<file path="src/dup_pkg.sv">
// constants shared by the dual serial channel block
package dup_pkg;
    localparam int CLK_PERIOD_NS = 10;
    localparam int BIT_TIME_NS = 8680;
    localparam int CLKS_PER_BIT_DEF = BIT_TIME_NS / CLK_PERIOD_NS;
    localparam int NUM_CH = 2;
    localparam int AXI_ADDR_W = 8;
    localparam int CH_SEL_BIT = 5;
    // per-channel word index, byte address = (ch << 5) | (index << 2)
    localparam logic [2:0] REG_DATA = 3'h0;
    localparam logic [2:0] REG_IER = 3'h1;
    localparam logic [2:0] REG_MCR = 3'h2;
    localparam logic [2:0] REG_EFR = 3'h3;
    localparam logic [2:0] REG_LSR = 3'h4;
    localparam logic [2:0] REG_MSR = 3'h5;
    localparam logic [2:0] REG_EVT = 3'h6;
    localparam logic [2:0] REG_MASK = 3'h7;
    localparam int MCR_DTR = 0;
    localparam int MCR_RTS = 1;
    localparam int MCR_OUT = 3;
    localparam int MCR_LOOP = 4;
    localparam int EFR_ARTS = 6;
    localparam int EFR_ACTS = 7;
    localparam int SRC_RXD = 0;
    localparam int SRC_TXE = 1;
    localparam int SRC_RXE = 2;
    localparam int SRC_MOD = 3;
    localparam int LSR_DR = 0;
    localparam int LSR_OE = 1;
    localparam int LSR_FE = 3;
    localparam int LSR_THRE = 5;
    localparam int LSR_TEMT = 6;
    // modem pin order in the sync vector: cts, dsr, ri, cd
    localparam int PIN_CTS = 0;
    localparam int PIN_RI = 2;
    localparam logic [7:0] REG8_RST = 8'h00;
    localparam logic [3:0] REG4_RST = 4'h0;
    localparam logic [1:0] RESP_OKAY = 2'h0;
    localparam logic [1:0] RESP_SLVERR = 2'h2;
endpackage : dup_pkg

</file>
<file path="src/dup_uart.sv">
// two serial channels with modem lines, behind an AXI4-Lite slave
// Contract
// - Data bit zero is the LSB and goes first on the serial line.
// - Modem control bit 0 set drives terminal-ready low; cleared or reset drives it high.
// - Channel interrupt drives only with modem control bit 3, from enabled sources.
// - Channel interrupt is undriven after reset and while modem control bit 3 is 0.
// - Sources: receive error, receive data, transmit space, modem status change.
// - A read returns the addressed register of the selected channel.
// - A write stores bus data into the addressed register of the selected channel.
// - User output is low with modem control bit 3 set, high otherwise and after reset.
// - Reset clears registers and outputs, parks transmit line, ignores receive line.
// - Ring input rising low to high flags a modem status change; level is reported.
// - Data-set-ready low means modem ready; its state shows in modem status.
// - Modem control bit 1 set drives request-to-send low; reset drives it high.
// - Request-to-send follows receive room only with enhanced feature bit 6.
// - Loopback ignores the receive pin and feeds transmit data to the receiver.
// - Receive-ready low when data waits; high when empty or holding an error.
// - Transmit-ready low while holding space is free, high when full.
// - Clear-to-send gates transmit only with enhanced feature bit 7; shown in status bit 4.
//
// Decided for this implementation: the address map and the AXI4-Lite register port.
`timescale 1ns/1ps
`default_nettype none
module dup_uart import dup_pkg::*; #(
    parameter int CLKS_PER_BIT = CLKS_PER_BIT_DEF
) (
    input wire logic aclk, // clock, 100 MHz
    input wire logic aresetn, // synchronous reset, low
    input wire logic [AXI_ADDR_W-1:0] s_axi_awaddr, // write address
    input wire logic s_axi_awvalid, // write address valid
    output logic s_axi_awready, // write address ready
    input wire logic [31:0] s_axi_wdata, // write data
    input wire logic [3:0] s_axi_wstrb, // byte enables
    input wire logic s_axi_wvalid, // write data valid
    output logic s_axi_wready, // write data ready
    output logic [1:0] s_axi_bresp, // write response
    output logic s_axi_bvalid, // write response valid
    input wire logic s_axi_bready, // write response ready
    input wire logic [AXI_ADDR_W-1:0] s_axi_araddr, // read address
    input wire logic s_axi_arvalid, // read address valid
    output logic s_axi_arready, // read address ready
    output logic [31:0] s_axi_rdata, // read data
    output logic [1:0] s_axi_rresp, // read response
    output logic s_axi_rvalid, // read data valid
    input wire logic s_axi_rready, // read data ready
    output logic [NUM_CH-1:0] tx_out, // serial transmit lines
    input wire logic [NUM_CH-1:0] rx_in, // serial receive lines
    input wire logic [NUM_CH-1:0] cts_n, // clear to send, low
    input wire logic [NUM_CH-1:0] dsr_n, // data set ready, low
    input wire logic [NUM_CH-1:0] ri_n, // ring indicator, low
    input wire logic [NUM_CH-1:0] cd_n, // carrier detect, low
    output logic [NUM_CH-1:0] dtr_n, // data terminal ready, low
    output logic [NUM_CH-1:0] rts_n, // request to send, low
    output logic [NUM_CH-1:0] user_output_n, // user output, low
    output logic [NUM_CH-1:0] channel_irq_o, // channel interrupt level
    output logic [NUM_CH-1:0] channel_irq_oe, // channel interrupt drive enable
    output logic [NUM_CH-1:0] rx_dma_ready_n, // receive ready, low
    output logic [NUM_CH-1:0] tx_dma_ready_n, // transmit ready, low
    output logic irq // unmasked event pending
);
    logic aw_hold_r;
    logic w_hold_r;
    logic [AXI_ADDR_W-1:0] awaddr_r;
    logic [7:0] wdata_r;
    logic wstrb0_r;
    logic bvalid_r;
    logic [1:0] bresp_r;
    logic rvalid_r;
    logic [1:0] rresp_r;
    logic [7:0] rdata_r;
    logic [7:0] ch_rd [NUM_CH];
    logic [NUM_CH-1:0] ch_irq;

    // top address bits must be zero; everything below is mapped
    wire wr_fire = aw_hold_r && w_hold_r && !bvalid_r;
    wire wr_ok = awaddr_r[AXI_ADDR_W-1:CH_SEL_BIT+1] == '0;
    wire wr_en = wr_fire && wr_ok && wstrb0_r;
    wire wr_ch = awaddr_r[CH_SEL_BIT];
    wire [2:0] wr_idx = awaddr_r[CH_SEL_BIT-1:2];
    wire rd_fire = s_axi_arvalid && !rvalid_r;
    wire rd_ok = s_axi_araddr[AXI_ADDR_W-1:CH_SEL_BIT+1] == '0;
    wire rd_ch = s_axi_araddr[CH_SEL_BIT];
    wire [2:0] rd_idx = s_axi_araddr[CH_SEL_BIT-1:2];
    wire rd_en = rd_fire && rd_ok;

    assign s_axi_awready = !aw_hold_r && !bvalid_r;
    assign s_axi_wready = !w_hold_r && !bvalid_r;
    assign s_axi_bvalid = bvalid_r;
    assign s_axi_bresp = bresp_r;
    assign s_axi_arready = !rvalid_r;
    assign s_axi_rvalid = rvalid_r;
    assign s_axi_rresp = rresp_r;
    assign s_axi_rdata = {24'h00_0000, rdata_r};
    assign irq = |ch_irq;

    always_ff @(posedge aclk) begin
        if (!aresetn) begin
            aw_hold_r <= 1'b0;
            w_hold_r <= 1'b0;
            awaddr_r <= '0;
            wdata_r <= 8'h00;
            wstrb0_r <= 1'b0;
            bvalid_r <= 1'b0;
            bresp_r <= RESP_OKAY;
        end else begin
            if (s_axi_awvalid && s_axi_awready) begin
                aw_hold_r <= 1'b1;
                awaddr_r <= s_axi_awaddr;
            end
            if (s_axi_wvalid && s_axi_wready) begin
                w_hold_r <= 1'b1;
                wdata_r <= s_axi_wdata[7:0];
                wstrb0_r <= s_axi_wstrb[0];
            end
            if (wr_fire) begin
                aw_hold_r <= 1'b0;
                w_hold_r <= 1'b0;
                bvalid_r <= 1'b1;
                bresp_r <= wr_ok ? RESP_OKAY : RESP_SLVERR;
            end else if (s_axi_bready) begin
                bvalid_r <= 1'b0;
            end
        end
    end

    always_ff @(posedge aclk) begin
        if (!aresetn) begin
            rvalid_r <= 1'b0;
            rresp_r <= RESP_OKAY;
            rdata_r <= 8'h00;
        end else if (rd_fire) begin
            rvalid_r <= 1'b1;
            rresp_r <= rd_ok ? RESP_OKAY : RESP_SLVERR;
            rdata_r <= rd_ok ? ch_rd[rd_ch] : 8'h00;
        end else if (s_axi_rready) begin
            rvalid_r <= 1'b0;
        end
    end

    for (genvar i = 0; i < NUM_CH; i++) begin : g_ch
        logic [7:0] ier_r;
        logic [7:0] mcr_r;
        logic [7:0] efr_r;
        logic [3:0] evt_r;
        logic [3:0] mask_r;
        logic [3:0] src_prev_r;
        logic [7:0] rxd_r;
        logic rxv_r;
        logic ovr_r;
        logic fe_r;
        logic [7:0] thr_r;
        logic thv_r;
        logic [3:0] mmeta_r;
        logic [3:0] msync_r;
        logic [3:0] mprev_r;
        logic [3:0] dmsr_r;
        logic dtr_r;
        logic rts_r;
        logic op_r;
        logic irqo_r;
        logic irqoe_r;
        logic rx_dma_ready_n_r;
        logic tx_dma_ready_n_r;
        logic tx_busy;
        logic tx_line;
        logic rx_valid;
        logic [7:0] rx_byte;
        logic rx_ferr;

        wire we = wr_en && wr_ch == 1'(i);
        wire re = rd_en && rd_ch == 1'(i);
        wire we_data = we && wr_idx == REG_DATA;
        wire re_data = re && rd_idx == REG_DATA;
        wire re_lsr = re && rd_idx == REG_LSR;
        wire re_msr = re && rd_idx == REG_MSR;
        wire loop = mcr_r[MCR_LOOP];
        wire cts_ok = !efr_r[EFR_ACTS] || !msync_r[PIN_CTS];
        wire tx_go = thv_r && !tx_busy && cts_ok;
        wire [3:0] src = {|dmsr_r, ovr_r || fe_r, !thv_r, rxv_r};
        wire [3:0] evt_clr = (we && wr_idx == REG_EVT) ? wdata_r[3:0] : 4'h0;
        // ring flags only the trailing edge, others any change
        wire [3:0] mdelta = {msync_r[3] ^ mprev_r[3], msync_r[PIN_RI] && !mprev_r[PIN_RI],
            msync_r[1] ^ mprev_r[1], msync_r[PIN_CTS] ^ mprev_r[PIN_CTS]};
        // auto mode drops the request while the single receive slot is occupied
        wire rts_act = efr_r[EFR_ARTS] ? mcr_r[MCR_RTS] && !rxv_r : mcr_r[MCR_RTS];
        wire [7:0] lsr = {1'b0, !thv_r && !tx_busy, !thv_r, 1'b0, fe_r, 1'b0, ovr_r, rxv_r};
        wire [7:0] modem_status_reg = {~msync_r, dmsr_r};

        assign ch_rd[i] = rd_idx == REG_DATA ? rxd_r :
            rd_idx == REG_IER ? ier_r :
            rd_idx == REG_MCR ? mcr_r :
            rd_idx == REG_EFR ? efr_r :
            rd_idx == REG_LSR ? lsr :
            rd_idx == REG_MSR ? modem_status_reg :
            rd_idx == REG_EVT ? {4'h0, evt_r} : {4'h0, mask_r};
        assign ch_irq[i] = |(evt_r & mask_r);
        assign tx_out[i] = tx_line || loop; // line parked high in loopback
        assign dtr_n[i] = dtr_r;
        assign rts_n[i] = rts_r;
        assign user_output_n[i] = op_r;
        assign channel_irq_o[i] = irqo_r;
        assign channel_irq_oe[i] = irqoe_r;
        assign rx_dma_ready_n[i] = rx_dma_ready_n_r;
        assign tx_dma_ready_n[i] = tx_dma_ready_n_r;

        dup_serial #(
            .CLKS_PER_BIT(CLKS_PER_BIT)
        ) u_serial (
            .aclk(aclk),
            .aresetn(aresetn),
            .tx_start(tx_go),
            .tx_byte(thr_r),
            .tx_busy(tx_busy),
            .tx_line(tx_line),
            .rx_pin(rx_in[i]),
            .loopback(loop),
            .rx_valid(rx_valid),
            .rx_byte(rx_byte),
            .rx_ferr(rx_ferr)
        );

        always_ff @(posedge aclk) begin
            if (!aresetn) begin
                ier_r <= REG8_RST;
                mcr_r <= REG8_RST;
                efr_r <= REG8_RST;
                mask_r <= REG4_RST;
            end else if (we) begin
                if (wr_idx == REG_IER) ier_r <= wdata_r;
                if (wr_idx == REG_MCR) mcr_r <= wdata_r;
                if (wr_idx == REG_EFR) efr_r <= wdata_r;
                if (wr_idx == REG_MASK) mask_r <= wdata_r[3:0];
            end
        end

        // a new byte wins over the read that empties the slot
        always_ff @(posedge aclk) begin
            if (!aresetn) begin
                rxd_r <= 8'h00;
                rxv_r <= 1'b0;
                ovr_r <= 1'b0;
                fe_r <= 1'b0;
            end else begin
                if (rx_valid) rxd_r <= rx_byte;
                rxv_r <= rx_valid || (rxv_r && !re_data);
                ovr_r <= (rx_valid && rxv_r && !re_data) || (ovr_r && !re_lsr);
                fe_r <= (rx_valid && rx_ferr) || (fe_r && !re_lsr);
            end
        end

        // one holding slot; a write while full is dropped
        always_ff @(posedge aclk) begin
            if (!aresetn) begin
                thr_r <= 8'h00;
                thv_r <= 1'b0;
            end else if (we_data && !thv_r) begin
                thr_r <= wdata_r;
                thv_r <= 1'b1;
            end else if (tx_go) begin
                thv_r <= 1'b0;
            end
        end

        // two-flop sync; deltas read only the second stage onward
        always_ff @(posedge aclk) begin
            if (!aresetn) begin
                mmeta_r <= 4'hf;
                msync_r <= 4'hf;
                mprev_r <= 4'hf;
                dmsr_r <= 4'h0;
            end else begin
                mmeta_r <= {cd_n[i], ri_n[i], dsr_n[i], cts_n[i]};
                msync_r <= mmeta_r;
                mprev_r <= msync_r;
                dmsr_r <= mdelta | (re_msr ? 4'h0 : dmsr_r);
            end
        end

        always_ff @(posedge aclk) begin
            if (!aresetn) begin
                evt_r <= 4'h0;
                src_prev_r <= 4'h0;
            end else begin
                src_prev_r <= src;
                evt_r <= (src & ~src_prev_r) | (evt_r & ~evt_clr);
            end
        end

        always_ff @(posedge aclk) begin
            if (!aresetn) begin
                dtr_r <= 1'b1;
                rts_r <= 1'b1;
                op_r <= 1'b1;
                irqo_r <= 1'b0;
                irqoe_r <= 1'b0;
                rx_dma_ready_n_r <= 1'b1;
                tx_dma_ready_n_r <= 1'b1;
            end else begin
                dtr_r <= !mcr_r[MCR_DTR];
                rts_r <= !rts_act;
                op_r <= !mcr_r[MCR_OUT];
                irqo_r <= mcr_r[MCR_OUT] && |(ier_r[3:0] & src);
                irqoe_r <= mcr_r[MCR_OUT];
                rx_dma_ready_n_r <= !(rxv_r && !ovr_r && !fe_r);
                tx_dma_ready_n_r <= thv_r;
            end
        end
    end
endmodule : dup_uart
`default_nettype wire

</file>
<file path="src/dup_serial.sv">
// serial engine of one channel: transmitter, receiver, loopback
`timescale 1ns/1ps
`default_nettype none
module dup_serial import dup_pkg::*; #(
    parameter int CLKS_PER_BIT = CLKS_PER_BIT_DEF
) (
    input wire logic aclk, // clock
    input wire logic aresetn, // synchronous reset, low
    input wire logic tx_start, // launch tx_byte when idle
    input wire logic [7:0] tx_byte, // byte to send
    output logic tx_busy, // shifter active
    output logic tx_line, // serial out, idle high
    input wire logic rx_pin, // raw receive pin
    input wire logic loopback, // route tx into rx
    output logic rx_valid, // one-cycle byte strobe
    output logic [7:0] rx_byte, // received byte
    output logic rx_ferr // stop bit was low
);
    localparam int CW = $clog2(CLKS_PER_BIT) + 1;
    localparam logic [CW-1:0] LAST = CW'(CLKS_PER_BIT - 1);
    localparam logic [CW-1:0] HALF = CW'(CLKS_PER_BIT / 2);
    typedef enum {SER_IDLE, SER_START, SER_DATA, SER_STOP} dup_ser_type;

    if (CLKS_PER_BIT < 4) begin : g_chk
        $error("CLKS_PER_BIT must be at least 4");
    end

    dup_ser_type tst_r;
    dup_ser_type rst_r;
    logic [CW-1:0] tcnt_r;
    logic [CW-1:0] rcnt_r;
    logic [2:0] tbit_r;
    logic [2:0] rbit_r;
    logic [7:0] tsh_r;
    logic [7:0] rsh_r;
    logic tline_r;
    logic rmeta_r;
    logic rsync_r;
    logic rvld_r;
    logic rfe_r;
    wire rx_src = loopback ? tline_r : rsync_r; // external pin ignored in loopback
    wire tdone = tcnt_r == LAST;
    wire rmid = rcnt_r == HALF;
    wire rend = rcnt_r == LAST;

    assign tx_busy = tst_r != SER_IDLE;
    assign tx_line = tline_r;
    assign rx_valid = rvld_r;
    assign rx_byte = rsh_r;
    assign rx_ferr = rfe_r;

    always_ff @(posedge aclk) begin
        if (!aresetn) begin
            tst_r <= SER_IDLE;
            tcnt_r <= '0;
            tbit_r <= 3'h0;
            tsh_r <= 8'h00;
            tline_r <= 1'b1;
        end else begin
            tcnt_r <= (tst_r == SER_IDLE || tdone) ? '0 : tcnt_r + 1'b1;
            case (tst_r)
                SER_IDLE: if (tx_start) begin
                    tsh_r <= tx_byte;
                    tline_r <= 1'b0;
                    tst_r <= SER_START;
                end
                SER_START: if (tdone) begin
                    tline_r <= tsh_r[0];
                    tsh_r <= {1'b0, tsh_r[7:1]};
                    tbit_r <= 3'h0;
                    tst_r <= SER_DATA;
                end
                SER_DATA: if (tdone) begin
                    tbit_r <= tbit_r + 3'h1;
                    tline_r <= (tbit_r == 3'h7) ? 1'b1 : tsh_r[0];
                    tsh_r <= {1'b0, tsh_r[7:1]};
                    if (tbit_r == 3'h7) tst_r <= SER_STOP;
                end
                SER_STOP: if (tdone) tst_r <= SER_IDLE;
                default: tst_r <= SER_IDLE;
            endcase
        end
    end

    always_ff @(posedge aclk) begin
        if (!aresetn) begin
            rmeta_r <= 1'b1;
            rsync_r <= 1'b1;
            rst_r <= SER_IDLE;
            rcnt_r <= '0;
            rbit_r <= 3'h0;
            rsh_r <= 8'h00;
            rvld_r <= 1'b0;
            rfe_r <= 1'b0;
        end else begin
            rmeta_r <= rx_pin;
            rsync_r <= rmeta_r;
            rvld_r <= 1'b0;
            rcnt_r <= (rst_r == SER_IDLE || rend) ? '0 : rcnt_r + 1'b1;
            case (rst_r)
                SER_IDLE: if (!rx_src) rst_r <= SER_START;
                // false start: line back high at mid start bit
                SER_START: if (rmid && rx_src) rst_r <= SER_IDLE;
                    else if (rend) begin
                        rbit_r <= 3'h0;
                        rst_r <= SER_DATA;
                    end
                SER_DATA: if (rmid) begin
                    rsh_r <= {rx_src, rsh_r[7:1]};
                    rbit_r <= rbit_r + 3'h1;
                end else if (rend && rbit_r == 3'h0) rst_r <= SER_STOP;
                SER_STOP: if (rmid) begin
                    rvld_r <= 1'b1;
                    rfe_r <= !rx_src;
                    rst_r <= SER_IDLE;
                end
                default: rst_r <= SER_IDLE;
            endcase
        end
    end
endmodule : dup_serial
`default_nettype wire

</file>
<file path="config.mk">
export PLATFORM = sky130hd
export DESIGN_NAME = dup_uart
export DESIGN_NICKNAME = d
export VERILOG_FILES = /design/src/dup_pkg.sv /design/src/dup_uart.sv /design/src/dup_serial.sv
export SDC_FILE = /design/constraint.sdc
export NUM_CORES = 1
export LEC_CHECK = 0
export BUFFER_PORTS_ARGS = -buffer_cell sky130_fd_sc_hd__buf_4
export CAP_MARGIN = 10
export CORE_MARGIN = 8
export CORE_UTILIZATION = 55
export CTS_BUF_LIST = sky130_fd_sc_hd__clkbuf_4 sky130_fd_sc_hd__clkbuf_8 sky130_fd_sc_hd__clkbuf_16
export DETAILED_ROUTE_END_ITERATION = 10
export PLACE_DENSITY = 0.79
export SLEW_MARGIN = 5
export SYNTH_ARGS = -nofsm -noshare
export SYNTH_HDL_FRONTEND = slang
export SYNTH_SLANG_ARGS = --single-unit
</file>
<file path="constraint.sdc">
create_clock -name aclk -period 5.9 [get_ports aclk]
set_input_delay 1.18 -clock aclk [delete_from_list [all_inputs] [get_ports aclk]]
set_output_delay 1.18 -clock aclk [all_outputs]
set_load 0.02 [all_outputs]
</file>
==> impl_results.md, run 1 <==
- Status: finished clean
- Inst Count DP: 1,691
- Pwr dens: 307 nW/µm²
- Antenna cell count: 0
- Boundary Pins: 127
- Hold_buf cts: 0
- Average cell area after synthesis: 9.39 µm²
- Ys Warns: 0
- Hold WS: 0.404 ns
- Minimum clock period: 2.73 ns
- Xor/xnor cell area share of the yosys netlist: 2.82%
- Clk_lat worst skew: 0.55 ns
- Syn Inst Count: 1,391
- Switching power: 1.09 mW
- Setup slack after layout: 3.17 ns
- CTS Root Cell: clkbuf_16
- DRC Markers: 0
- Simple logic cell fraction of the synthesized area: 21.6%
- Global-route wire length before repair: 46,600 µm
- Leakage dissipation: 5.83 nW
- Initial Util: 55.8%
- Postcts setup bufs: 0
- Layout cells sized above 1: 10.9%
- Final setup violation count: 0
- Adder-cell share of the synthesized area: 2.20%
- Fin util: 62.3%
- Setup CP Type: primary input to flip-flop
- Max Cap Violations: 0
- Syn Std Cell Area: 13,100 µm²
- Worst slack, placed: 2.73 ns
- CP arrival: 3.21 ns
- DR WL/cell: 16.1 µm
- Nature of the critical path startpoint: primary input
- Post-DP Area: 13,500 µm²
- Vias in the first global route: 9,478
- Largest net degree at the start of global routing: 132
- Total core area: 23,400 µm²
- Worst VDD drop: 0.216 mV
- Finished Layout Cells: 1,747
- Logic pwr share: 8.9%
- Final Hold Vio Count: 0
- Die span in y: 170 µm
- Max Freq: 0.367 GHz
- Setup crit start: s_axi_araddr[2]
- I/O Buffers: 69
- Mux cell area share after synthesis: 11.9%
- Die area: 28,900 µm²
- Post-synthesis compound-gate area fraction: 11.0%
- Clock share of power: 44.0%
- Tightest Pin Transition: 0.988 ns
- Fin Setup TNS: 0 ns
- Reg power frac: 47.1%
- Nets: 1,496
- TritonCTS clock tree: yes
- Crit path to: rdata_r[4]$_SDFFE_PN0P_
- Sink Count: 293
- Detailed Place HPWL: 19,200 µm
- Vias: 9,608
- Post-synth EDFFs: 0
- GPL Wtd Cong: 0.884
- TritonRoute pass-1 iters: 5
- Commonest cells after routing, fill and taps aside: dfxtp_1, mux2i_1, nor2b_1
- Grt total ovfl: 0
- R2r startpoint: g_ch[0].u_serial.tcnt_r[0]$_SDFF_PP0_
- # resized after CTS: 0
- Max-slew violations: 0
- H-tree lvl count: 1
- Vias per cell: 5.50
- Chip Width: 170 µm
- CP max FO: 49
- Reg2reg end: g_ch[0].u_serial.tsh_r[6]$_SDFFE_PN0P_
- RSZ-0062 raised after global routing: no
- Post-route ant nets: 0
- #FFs+latches synth: 293
- Initial detailed-routing violation count: 841
- Main synth FF type: dfxtp_1
- TritonCTS Buffers: 30
- Final period utilization: 46.2%
- Worst endpoint required time: 6.39 ns
- Worst-path clk slew: 0.07 ns
- WL final: 28,100 µm
- R2R Setup Slk: 3.50 ns
- Final Power: 4.47 mW
- Rel. slew slack: 33.6%
- Post-synth ARST share: 0%
- Worst clock skew: 0.0103 ns
- GRT Overall Usage: 19.2%
- Main combinational cell family by area after synthesis: simple AND/OR/NAND/NOR gates
- Class of the worst hold path: flip-flop to flip-flop
- Register area share after synthesis: 44.9%
- Internal power: 3.39 mW
- Row Count: 56
- Most common cell after layout, fill and taps aside: dfxtp_1
- Switching Fraction: 24.3%
- CP endpoint kind: flip-flop
- Area grow syn2layout: 11.6%
- Antenna violations before repair: 0
- Max clock buf depth: 3
- Fin area: 14,600 µm²
- Reg2Reg Depth: 6
- Synth cell types: 76
==> critical path, stage by stage <==
cell     delay [ns]
buf_4          0.29
nor3_1         0.84
nand2_1        0.28
o21ai_0        0.33
o31ai_1        0.11
nor2_1         0.13
==> state kept, by name, summed over array words and instances, names as in the netlist, 16 cells and up <==
| signal | cells |
|---|---|
| g_ch.thr_r | 16 |
| g_ch.mcr_r | 16 |
| g_ch.efr_r | 16 |
| g_ch.ier_r | 16 |
| g_ch.u_serial.rcnt_r | 22 |
| g_ch.u_serial.tsh_r | 16 |
| g_ch.u_serial.tcnt_r | 22 |
| g_ch.rxd_r | 16 |
| g_ch.u_serial.rx_byte | 16 |
==> routing by layer <==
metal | global-route usage, % | vias to the layer above | share of wire (%) | routed length, µm
met3 | 3.06 | 61 | 6.1 | 1720
met5 | 0 | - | 0 | 0
met2 | 32.1 | 274 | 46 | 13100
met4 | 7.51 | 0 | 2.8 | 785
met1 | 24.4 | 4525 | 45 | 12500
li1 | - | 4748 | - | -
==> worst min path at each step <==
stage,start,endpoint,slack (ns),cells after the start
3_3_place_gp,g_ch[0].mcr_r[0]$_SDFFE_PN0P_,g_ch[0].dtr_r$_SDFF_PN1_,0.39,1
4_1_cts,g_ch[0].mmeta_r[3]$_SDFF_PN1_,g_ch[0].msync_r[3]$_SDFF_PN1_,0.40,1
3_5_place_dp,g_ch[1].mcr_r[0]$_SDFFE_PN0P_,g_ch[1].dtr_r$_SDFF_PN1_,0.39,1
5_1_grt,g_ch[0].mmeta_r[3]$_SDFF_PN1_,g_ch[0].msync_r[3]$_SDFF_PN1_,0.42,1
2_1_floorplan,g_ch[0].mcr_r[0]$_SDFFE_PN0P_,g_ch[0].dtr_r$_SDFF_PN1_,0.37,1
6_report,g_ch[0].mmeta_r[3]$_SDFF_PN1_,g_ch[0].msync_r[3]$_SDFF_PN1_,0.40,1
==> power by group through the flow <==
| stage | logic (mW) | registers [mW] | clock network [mW] |
|---|---|---|---|
| final | 0.399 | 2.11 | 1.97 |
| after global routing | 0.439 | 2.11 | 2.09 |
| after CTS | 0.398 | 2.11 | 2.01 |
| after detailed placement | 0.396 | 2.15 | 0 |
| after global placement | 0.387 | 2.15 | 0 |
| after floorplan | 0.323 | 2.12 | 0 |
==> cells in the mapped netlist, types with 4 or more instances <==
master | count | area share, %
or4_1 | 4 | 0.23
nand2_1 | 116 | 3.3
and3_1 | 10 | 0.48
inv_1 | 34 | 0.98
o22ai_1 | 4 | 0.19
buf_2 | 6 | 0.23
nand3b_1 | 10 | 0.57
nor3_1 | 9 | 0.34
buf_4 | 41 | 2.4
a31oi_1 | 13 | 0.62
o21a_1 | 8 | 0.46
nand4_1 | 10 | 0.48
o221ai_1 | 4 | 0.27
and2_1 | 8 | 0.38
nor2b_1 | 137 | 6.6
a21oi_1 | 32 | 1.2
nand2b_1 | 45 | 2.2
o311a_1 | 4 | 0.31
xor2_1 | 25 | 1.7
a21boi_0 | 26 | 1.5
a221oi_1 | 4 | 0.27
nor4_1 | 4 | 0.19
dfxtp_1 | 293 | 45
mux2i_1 | 145 | 11
o21ai_0 | 38 | 1.5
xnor2_1 | 17 | 1.1
nand3_1 | 44 | 1.7
a22oi_1 | 11 | 0.63
mux2_2 | 5 | 0.43
buf_1 | 4 | 0.11
ha_1 | 23 | 2.2
clkbuf_1 | 66 | 1.9
nor2_1 | 99 | 2.8
o31ai_1 | 4 | 0.23
o211a_1 | 17 | 1.3
==> kinds of logic (layout without fill, tap and decap cells) <==
| logic type | after synthesis | count (layout) |
|---|---|---|
| buffers and inverters | 151 | 163 |
| flip-flops | 293 | 293 |
| XOR/XNOR | 42 | 42 |
| other | 1 | 26 |
| AND/OR/NAND/NOR | 527 | 527 |
| AO/OA/AOI/OAI | 202 | 202 |
| multiplexers | 152 | 152 |
| adder cells (fa/ha/maj) | 23 | 23 |
==> area by class of cell <==
class	instances	area (µm²)
fill	1945	8830
multi-input combinational	972	6570
sequential	293	5870
clock buffer	40	870
timing repair buffer	73	552
tap	319	399
clock inverter	16	198
inverter	34	128
Power figures use the tool's default switching activity.
==> run 2, diff against run 1 <==
Settings changed: CORE_UTILIZATION 55 to 54, PLACE_DENSITY 0.79 to 0.81.
Clock period 5.9 ns to 2.5 ns, I/O delays scaled along.
==> impl_results.md, run 2 (synthesized netlist as in run 1, its figures left out) <==
- Status: finished clean
- Final Hold Vio Count: 0 (unchanged)
- TritonCTS clock tree: yes
- Reg power frac: 46.7% (-0.4 points)
- Final Power: 10.6 mW (+140%)
- Antenna violations before repair: 0 (unchanged)
- Max-slew violations: 0 (unchanged)
- Final period utilization: 90.2%
- DRC Markers: 0 (unchanged)
- Hold_sp: cts_n[1]
- Pwr dens: 716 nW/µm² (+130%)
- Nature of the critical path startpoint: flip-flop
- Worst clock skew: 0.00910 ns (-0.00125 ns)
- Antenna cell count: 0 (unchanged)
- Final setup violation count: 0 (unchanged)
- # resized after CTS: 0 (unchanged)
- Switching power: 2.52 mW (+130%)
- CTS Root Cell: clkbuf_16
- Buf/Inv on CP: 1 (unchanged)
- I/O Buffers: 69 (unchanged)
- WL final: 28,900 µm (+3.0%)
- TritonRoute pass-1 iters: 5 (unchanged)
- Nets: 1,533 (+2.5%)
- CP arrival: 2.73 ns (-0.48 ns)
- Fin Setup TNS: 0 ns (unchanged)
- Layout cells sized above 1: 13.1% (+2.2 points)
- Top delay family on crit path: simple AND/OR/NAND/NOR gates
- Minimum clock period: 2.25 ns
- Biggest regs: g_ch.u_serial.rcnt_r x22, g_ch.u_serial.tcnt_r x22
- Die area: 29,400 µm² (+1.7%)
- Setup crit start: g_ch[0].u_serial.tcnt_r[0]$_SDFF_PP0_
- Leakage dissipation: 6.03 nW (+3.5%)
- R2r startpoint: g_ch[0].u_serial.tcnt_r[0]$_SDFF_PP0_
- Slowest stage cell, crit path: or4b_4
- Rel. slew slack: 43.9% (+10 points)
- Area grow syn2layout: 13.8%
- Row Count: 57 (+1.8%)
- GPL Wtd Cong: 0.924 (+4.5%)
- Fin area: 14,900 µm² (+2.0%)
- Worst endpoint required time: 2.97 ns (-3.42 ns)
- CP max FO: 4 (-92%)
- Clk_lat worst skew: 0.54 ns (about the same)
- Worst-path clk slew: 0.06 ns (about the same)
- Vias: 9,770 (+1.7%)
- Worst stage delay on the critical path: 0.48 ns (-0.36 ns)
- Total core area: 24,000 µm² (+2.7%)
- GRT Overall Usage: 19.3% (+0.15 points)
- Register area: 5870 µm² (unchanged)
- Vias in the first global route: 9,588 (+1.2%)
- H-tree lvl count: 1 (unchanged)
- TritonCTS Buffers: 30 (unchanged)
- Initial detailed-routing violation count: 648 (-23%)
- Class of the worst hold path: primary input to flip-flop
- RSZ-0062 raised after global routing: no
- Detailed Place HPWL: 20,300 µm (+6.0%)
- Clock share of power: 44.0% (about the same)
- Hold_buf cts: 0 (unchanged)
- Commonest cells after routing, fill and taps aside: dfxtp_1, mux2i_1, nor2b_1
- Global-route wire length before repair: 46,800 µm (+0.46%)
- Largest net degree at the start of global routing: 55 (-58%)
- Most common cell after layout, fill and taps aside: dfxtp_1
- DR WL/cell: 16.2 µm (+0.60%)
- Filler cells: 1,931 (-0.72%)
- Logic pwr share: 9.3% (+0.4 points)
- Max Cap Violations: 0 (unchanged)
- Initial Util: 54.4% (-1.5 points)
- Worst-path cell chain: ha_1 -> or4b_4 -> or4_4 -> a222oi_1 -> buf_4 -> nand3_1 -> o21ai_0
- Sink Count: 293 (unchanged)
- Max clock buf depth: 3 (unchanged)
- Vias per cell: 5.46 (-0.65%)
- Grt total ovfl: 0 (unchanged)
- Post-route ant nets: 0 (unchanged)
- Max Freq: 0.444 GHz
- Tightest Pin Transition: 0.838 ns (-0.150 ns)
- CP endpoint kind: flip-flop
- Hold WS: 0.136 ns (-0.267 ns)
- Switching Fraction: 23.7% (-0.56 points)
- Internal power: 8.11 mW (+140%)
- Setup CP Type: flip-flop to flip-flop
- Worst VDD drop: 0.643 mV (+200%)
- Multi-input logic area: 6570 µm² (unchanged)
- Boundary Pins: 127 (unchanged)
- Die span in y: 172 µm (+0.83%)
- Chip Width: 172 µm (+0.83%)
- Post-DP Area: 13,800 µm² (+2.1%)
==> run 2: layout make-up <==
| type | count | area share, % |
|---|---|---|
| Clock buffer | 40 | 5.88 |
| Clock inverter | 15 | 1.25 |
| Inverter | 34 | 0.859 |
| Multi-Input combinational cell | 972 | 44.2 |
| Sequential cell | 293 | 39.5 |
| Tap cell | 324 | 2.73 |
| Timing Repair Buffer | 110 | 5.66 |
==> run 2: metal layers <==
| metal | GRT usage [%] | vias to the layer above | share of wire, % |
|---|---|---|---|
| li1 | - | 4831 | - |
| met1 | 23.8 | 4579 | 44 |
| met2 | 33.1 | 281 | 47 |
| met3 | 2.85 | 79 | 6.2 |
| met4 | 8.54 | 0 | 3.8 |
| met5 | 0 | - | 0 |
==> run 2: through the flow <==
stage	cells	util [%]	setup WS [ns]
final	1788	61.9	0.246
after global routing	1788	61.9	0.122
after CTS	1787	61.8	0.151
after detailed placement	1732	57.4	0.179
after global placement	1732	57.4	0.235
after floorplan	1416	-	0.368
==> run 2: repair_timing <==
action                                  in CTS  in global routing
endpoints found under the hold margin        0                  0
endpoints found under the setup margin       0                  1
setup buffers                                0                  1
==> run 2: power by group through the flow <==
stage,Combinational [mW],Clock (mW),Sequential (mW)
after floorplan,0.762,0,5.00
after global placement,0.950,0,5.06
after detailed placement,0.974,0,5.07
after CTS,0.979,4.76,4.97
after global routing,1.08,4.96,4.99
final,0.985,4.68,4.97
==> run 2: path summary, 6_finish.rpt <==
| check | end | slack [ns] | cells after the start |
|---|---|---|---|
| max | g_ch[0].u_serial.tst_r[1]$_SDFFE_PN0P_ | 0.25 | 7 |
| min | g_ch[1].mmeta_r[0]$_SDFF_PN1_ | 0.14 | 2 |
| max reg2reg | g_ch[0].u_serial.tst_r[1]$_SDFFE_PN0P_ | 0.25 | 7 |
| min reg2reg | g_ch[0].msync_r[3]$_SDFF_PN1_ | 0.40 | 1 |
